### src/verilog/kss_pkg.sv
// Purpose: Shared constants for the key matrix scanner and encoder.
// Assumes: One 40 MHz clock; the scan step comes from a divider enable.
// Notes:   Only the scanner module uses these; kept apart for the bench.
package kss_pkg;

  localparam int unsigned KSS_ROWS_DEF     = 8;
  localparam int unsigned KSS_COLS_DEF     = 8;
  localparam int unsigned KSS_ROWS_MAX     = 8;
  localparam int unsigned KSS_COLS_MAX     = 8;

  // Clock rate and scan step time
  localparam longint unsigned KSS_CLK_HZ   = 64'd40000000;
  localparam longint unsigned KSS_STEP_NS  = 64'd1000;
  localparam longint unsigned KSS_NS_PER_S = 64'd1000000000;
  // Longest step time, so round down; never below one cycle
  localparam int unsigned KSS_STEP_RAW     =
    int'((KSS_STEP_NS * KSS_CLK_HZ) / KSS_NS_PER_S);
  localparam int unsigned KSS_STEP_CYC     =
    (KSS_STEP_RAW < 1) ? 1 : KSS_STEP_RAW;

  // Position of the single zero in the row pattern after reset
  localparam int unsigned KSS_ZERO_POS     = 0;

  // Encoded word layout: row index above column index
  localparam int unsigned KSS_COL_LSB      = 0;

endpackage : kss_pkg

### src/verilog/kss_scanner.sv
// Purpose: Scan an 8 x 8 key matrix and present a six-bit key code.
// Assumes: Column inputs carry pad pull-ups and are synchronous to i_clk.
// Notes:   Debounce is left to the host; code follows the raw matrix.
//          A stuck key freezes the scan on its row until it lets go;
//          the host sees a steady code and can flag it after a timeout.
//          Ghost presses on several columns resolve to the lowest column.
//
// Contract
// The matrix has eight row outputs and eight column inputs.
// After init the row pattern is all ones except a single zero.
// Each stage of the row pattern drives one row line directly.
// On each enabled step the pattern rotates so one row is low in turn.
// Column lines are pulled up and read high unless a key pulls them low.
// The AND of all columns is high for no key and low for a pressed key.
// The column AND is the shift enable, so scanning holds while pressed.
// A row encoder and a column encoder are joined into the key code.
// The key code is six bits with one value reserved for no key.
// On a press scanning stops and the key code appears at once.
// An optional valid output lets all sixty-four codes name keys.
// Debounce is done either here or in the host; here it is the host.
// The host watches the code for changes and reads the key from it.
// With no key the code is a fixed idle value no real key produces.
// A synchronous restart reloads the single-zero row pattern.
`timescale 1ns/1ps
`default_nettype none

module kss_scanner
  import kss_pkg::*;
#(
  parameter int unsigned ROWS       = kss_pkg::KSS_ROWS_DEF,
  parameter int unsigned COLS       = kss_pkg::KSS_COLS_DEF,
  parameter int unsigned STEP_CYC   = kss_pkg::KSS_STEP_CYC,
  parameter bit          FULL_CODES = 1'b0,
  localparam int unsigned ROW_W     = (ROWS > 1) ? $clog2(ROWS) : 1,
  localparam int unsigned COL_W     = (COLS > 1) ? $clog2(COLS) : 1,
  localparam int unsigned CODE_W    = ROW_W + COL_W
) (
  input  wire logic              i_clk,
  input  wire logic              i_rst_b,
  input  wire logic              i_scan_restart,
  input  wire logic [COLS-1:0]   i_col,
  output logic      [ROWS-1:0]   o_row,
  output logic      [CODE_W-1:0] o_key_code,
  output logic                   o_key_valid
);

  import kss_pkg::*;

  localparam int unsigned DIV_W = (STEP_CYC > 1) ? $clog2(STEP_CYC) : 1;
  localparam int unsigned LINES_MAX =
    (KSS_ROWS_MAX > KSS_COLS_MAX) ? KSS_ROWS_MAX : KSS_COLS_MAX;
  localparam logic [CODE_W-1:0] IDLE_CODE = {CODE_W{1'b1}};
  localparam logic [DIV_W-1:0]  DIV_LAST  = DIV_W'(STEP_CYC - 1);
  localparam logic [ROWS-1:0]   ROW_INIT  =
    ~(ROWS'(1) << KSS_ZERO_POS);

  initial begin
    if (ROWS < 2 || ROWS > KSS_ROWS_MAX || (ROWS & (ROWS - 1)) != 0) begin
      $error("kss_scanner: ROWS must be a power of two from 2 to 8");
    end
    if (COLS < 2 || COLS > KSS_COLS_MAX || (COLS & (COLS - 1)) != 0) begin
      $error("kss_scanner: COLS must be a power of two from 2 to 8");
    end
    if (STEP_CYC < 1) begin
      $error("kss_scanner: STEP_CYC must be at least one");
    end
    if (KSS_ZERO_POS >= ROWS) begin
      $error("kss_scanner: zero position outside the row pattern");
    end
  end

  typedef struct packed {
    logic [ROWS-1:0]   row;
    logic [DIV_W-1:0]  div;
    logic [CODE_W-1:0] code;
    logic              valid;
  } kss_state_s;

  kss_state_s state_ff;
  kss_state_s nxt_state;

  logic [ROWS-1:0]   row_sel;
  logic [COLS-1:0]   col_low;
  logic [ROWS-1:0]   row_before;
  logic [COLS-1:0]   col_before;
  logic [ROWS-1:0]   row_first;
  logic [COLS-1:0]   col_first;
  logic [ROWS-1:0]   row_rot;
  logic [ROW_W-1:0]  row_idx;
  logic [COL_W-1:0]  col_idx;
  logic [CODE_W-1:0] raw_code;
  logic              all_high;
  logic              step;
  logic              hit;

  assign row_before[0] = 1'b0;
  assign col_before[0] = 1'b0;

  // Priority chains keep the lowest active line when several are seen,
  // so a ghost press still yields one legal code
  for (genvar g = 0; g < LINES_MAX; g++) begin : g_line
    if (g < ROWS) begin : g_row
      assign row_sel[g]   = ~state_ff.row[g];
      assign row_first[g] = row_sel[g] & ~row_before[g];
      assign row_rot[g]   = state_ff.row[(g + ROWS - 1) % ROWS];
      if (g + 1 < ROWS) begin : g_next
        assign row_before[g+1] = row_before[g] | row_sel[g];
      end
    end
    if (g < COLS) begin : g_col
      assign col_low[g]   = ~i_col[g];
      assign col_first[g] = col_low[g] & ~col_before[g];
      if (g + 1 < COLS) begin : g_next
        assign col_before[g+1] = col_before[g] | col_low[g];
      end
    end
  end

  // One-hot to index: bit b gathers every line whose number has bit b set
  for (genvar b = 0; b < ROW_W; b++) begin : g_row_bit
    logic [ROWS-1:0] pick;
    for (genvar g = 0; g < ROWS; g++) begin : g_pick
      assign pick[g] = (((g >> b) % 2) == 1) ? row_first[g] : 1'b0;
    end
    assign row_idx[b] = |pick;
  end
  for (genvar b = 0; b < COL_W; b++) begin : g_col_bit
    logic [COLS-1:0] pick;
    for (genvar g = 0; g < COLS; g++) begin : g_pick
      assign pick[g] = (((g >> b) % 2) == 1) ? col_first[g] : 1'b0;
    end
    assign col_idx[b] = |pick;
  end

  assign all_high = &i_col;
  assign step     = (state_ff.div == DIV_LAST);
  assign raw_code = {row_idx, col_idx};
  // Without a valid line the last position aliases idle, so it is dropped
  assign hit      = !all_high &&
                    (FULL_CODES || (raw_code != IDLE_CODE));

  always_comb begin
    nxt_state       = state_ff;
    nxt_state.div   = step ? '0 : state_ff.div + DIV_W'(1);
    // Divider runs on while frozen, so the first step after release
    // may come early; the hold itself is exact
    if (step && all_high) begin
      nxt_state.row = row_rot;
    end
    // Raw code goes straight out; the host filters contact bounce
    nxt_state.code  = hit ? raw_code : IDLE_CODE;
    nxt_state.valid = hit;

    if (i_scan_restart) begin
      nxt_state.row   = ROW_INIT;
      nxt_state.div   = '0;
      nxt_state.code  = IDLE_CODE;
      nxt_state.valid = 1'b0;
    end
  end

  always_ff @(posedge i_clk or negedge i_rst_b) begin
    if (!i_rst_b) begin
      state_ff.row   <= ROW_INIT;
      state_ff.div   <= '0;
      state_ff.code  <= IDLE_CODE;
      state_ff.valid <= 1'b0;
    end else begin
      state_ff <= nxt_state;
    end
  end

  assign o_row       = state_ff.row;
  assign o_key_code  = state_ff.code;
  assign o_key_valid = state_ff.valid;

endmodule : kss_scanner

`default_nettype wire
### config.mk
export PLATFORM = sky130hd
export DESIGN_NAME = kss_scanner
export DESIGN_NICKNAME = d
export VERILOG_FILES = /design/src/verilog/kss_pkg.sv /design/src/verilog/kss_scanner.sv
export SDC_FILE = /design/constraint.sdc
export NUM_CORES = 1
export LEC_CHECK = 0
export BUFFER_PORTS_ARGS = -buffer_cell sky130_fd_sc_hd__buf_2
export CAP_MARGIN = 30
export CORE_ASPECT_RATIO = 0.8
export CORE_UTILIZATION = 58
export CTS_BUF_LIST = sky130_fd_sc_hd__clkbuf_4 sky130_fd_sc_hd__clkbuf_8
export DETAILED_ROUTE_END_ITERATION = 16
export HOLD_SLACK_MARGIN = 0.1
export PLACE_DENSITY_LB_ADDON = 0.15
export SLEW_MARGIN = 0
export SYNTH_ARGS = -nofsm -noshare
export SYNTH_HDL_FRONTEND = slang
export SYNTH_SLANG_ARGS = --single-unit
### constraint.sdc
create_clock -name i_clk -period 2.3 [get_ports i_clk]
set_input_delay 0.23 -clock i_clk [delete_from_list [all_inputs] [get_ports i_clk]]
set_output_delay 0.23 -clock i_clk [all_outputs]
set_load 0.01 [all_outputs]
==> out/metrics.yaml <==
cts:
  cts-root-buf: "clkbuf_4"
  clk_latency_ns: 0.30
  cts_resized: 0
  cts_hold_buf: 1
  clock_sinks: 21
  h-tree-depth: 1
  cts_tree: "yes"
  clk_pin_slew_ns: 0.11
  cts_setup_buffers: 0
  numCtsBuffers: 3
  ctsLongestPathBuffers: 2
logic_synthesis:
  synth_adder_area_share: 0.0120
  synth_top_area_share: 0.328
  synthMuxAreaShare: 0
  synth_top_area_cell: "dfstp_2"
  async_flop_share: 1.00
  yosys.area_share.simple: 0.148
  synth-compound-area-share: 0.161
  synth_seq_cells: 21
  syn_inst: 98
  seq_area_frac_synth: 0.520
  synth_top_family_by_area: "compound AO/OA/AOI/OAI gates"
  postSynthAreaPerCell_um2: 10.6
  synth-edff-count: 0
  synth_xor_area_frac: 0.0336
  syn-cell-area_um2: 1040
  ys_types: 30
  yosys_warnings: 0
  yosys-top-cells-area: "dfstp_2 33%, dfrtp_1 19%, buf_4 10%"
  syn-num-nets: 110
  synthFlopType: "dfstp_2"
routing:
  wire_per_inst_um: 13.4
  drtPass1Iterations: 4
  post-route-drc-count: 0
  ant_nets: 0
  drt_iter0_markers: 8
  vias_per_cell: 5.53
  dr_total_vias: 747
  wirelength_um: 1820
sta:
  skew_ns: 0.00973
  min_period_over_period: 0.689
  period_minus_slack_ns: 1.59
  setup_viol: 0
  slew_headroom: 0.706
  hold_viol: 0
  rsz0062_at_grt: "false"
  worst_pin_slew_ns: 0.441
  final_max_slew_viol_count: 0
  setup_ws_ns: 0.715
  fmax_mhz: 631
  setup-tns-final_ns: 0
grt:
  grt_overflow: 0
  grt_max_degree: 22
  grt_use_total: 0.201
  grt_pass1_vias: 614
  grt_pass1_wl_um: 2800
  antenna_found_initial: 0
power_and_ir_drop:
  ir_drop_v: 0.000610
  powerDensity_nw_per_um2: 562
  p_leak_uw: 0.000526
flow_run:
  maxCapViolCount: 0
worst_setup_path:
  crit_path_cell_trace: "nand2_1 > a21oi_1 > or4b_1 > o31a_1"
  crit_path_end_kind: "flip-flop"
  critPathMaxFanout: 6
  cp_data_required_time_ns: 2.50
  slowest_stage: "dfstp_2"
  worstReg2RegEnd: "o_key_valid$_DFF_PN0_"
  max_stage_delay_ns: 0.59
  cp_top_family: "flip-flops"
  critPathLaunchType: "flip-flop"
  rrSetupSlack_ns: 0.71
  critPathKind: "reg -> reg"
  path_buf_inv: 0
  arrival_ns: 1.78
  worstRegToRegCells: 4
  timing.rr.start: "o_row[4]$_DFFE_PN1P_"
finish:
  drive_gt1_frac: 0.451
  diodes: 0
  area_growth_pct: 8.04
  layout_common_cells: "25 x buf_2, 13 x dfstp_2, 9 x nand2_1"
  final_common_cell: "buf_2"
  final_nets: 126
floorplan:
  start_util: 0.628
  core_area_um2: 1660
  dieArea_um2: 1970
  num_rows: 13
  die_w_um: 49.4
  die_h_um: 39.9
  design.portCount: 26
status:
  status: "finished, final reports clean"
placed_design:
  hpwl_um: 1310
  gp_congestion: 0.757
  placement.io_buffers: 25
  dp_slack_ns: 0.727
min_path:
  hold_path_end: "o_key_code[1]$_DFF_PN1_"
  min_path_cells: 3
  min_from: "i_col[1]"
  worstHoldPathType: "in -> reg"
-- Yosys cell counts, types with 2 or more instances --
master    n
dfstp_2  13
inv_1     6
buf_4    14
nor3_1    4
xor2_1    2
nand4_1   2
o22a_2    7
o21ai_0   6
nand3_1   3
nor2_1    4
dfrtp_1   8
a31oi_1   2
xnor2_1   2
nand2_1   9
-- metrics by stage --
stage	instance area (µm²)	util	std cells	hold slack, ns	total power, µW
finish	1130	0.679	135	0.156	633
floorplan	1040	-	98	-0.0656	431
global placement	1090	0.655	130	0.199	452
detailed placement	1090	0.655	130	0.201	454
CTS	1130	0.679	135	0.150	642
global route	1130	0.679	135	0.160	664
-- tightest hold or removal path, stage by stage --
cell     delay (ns)
buf_2          0.11
nand2_1        0.05
o21ai_0        0.07
-- cell type report --
cell class | count | area (µm²)
Inverter | 6 | 22.5
Multi-Input combinational cell | 56 | 369
Fill cell | 155 | 533
Timing Repair Buffer | 26 | 135
Tap cell | 22 | 27.5
Clock buffer | 4 | 30.0
Sequential cell | 21 | 542
-- kinds of logic after synthesis --
family / count (synthesis)
compound gates: 22
xor+xnor: 4
fa+ha+maj: 1
buf+inv: 21
flops: 21
simple gates: 29
-- registers in the layout, summed over array words and instances (netlist names) --
register     flops
o_row            8
o_key_valid      1
state_ff         6
o_key_code       6
-- routing by layer --
metal	global-route usage	vias up	wire (µm)
li1	-	365	-
met1	0.269	357	862
met4	0.0643	0	17
met2	0.322	23	825
met3	0.0581	2	110
met5	0	-	0
-- worst max path at each step --
| stage | startpoint | endpoint | slack (ns) | cells after the start |
|---|---|---|---|---|
| 2_1_floorplan | o_row[5]$_DFFE_PN1P_ | o_key_valid$_DFF_PN0_ | 0.80 | 4 |
| 5_1_grt | state_ff[7]$_DFF_PN0_ | o_row[5]$_DFFE_PN1P_ | 0.56 | 5 |
| 3_3_place_gp | o_row[4]$_DFFE_PN1P_ | o_key_valid$_DFF_PN0_ | 0.76 | 4 |
| 3_5_place_dp | state_ff[7]$_DFF_PN0_ | o_row[7]$_DFFE_PN1P_ | 0.73 | 5 |
| 4_1_cts | state_ff[7]$_DFF_PN0_ | o_row[5]$_DFFE_PN1P_ | 0.71 | 5 |
| 6_report | o_row[4]$_DFFE_PN1P_ | o_key_valid$_DFF_PN0_ | 0.71 | 4 |
-- power breakdown --
part	switching, µW	internal (µW)	total [µW]
logic	34.9	23.6	58.5
clock network	105	79.4	184
registers	4.44	386	390
total	144	489	633
Power figures use the tool's default switching activity.
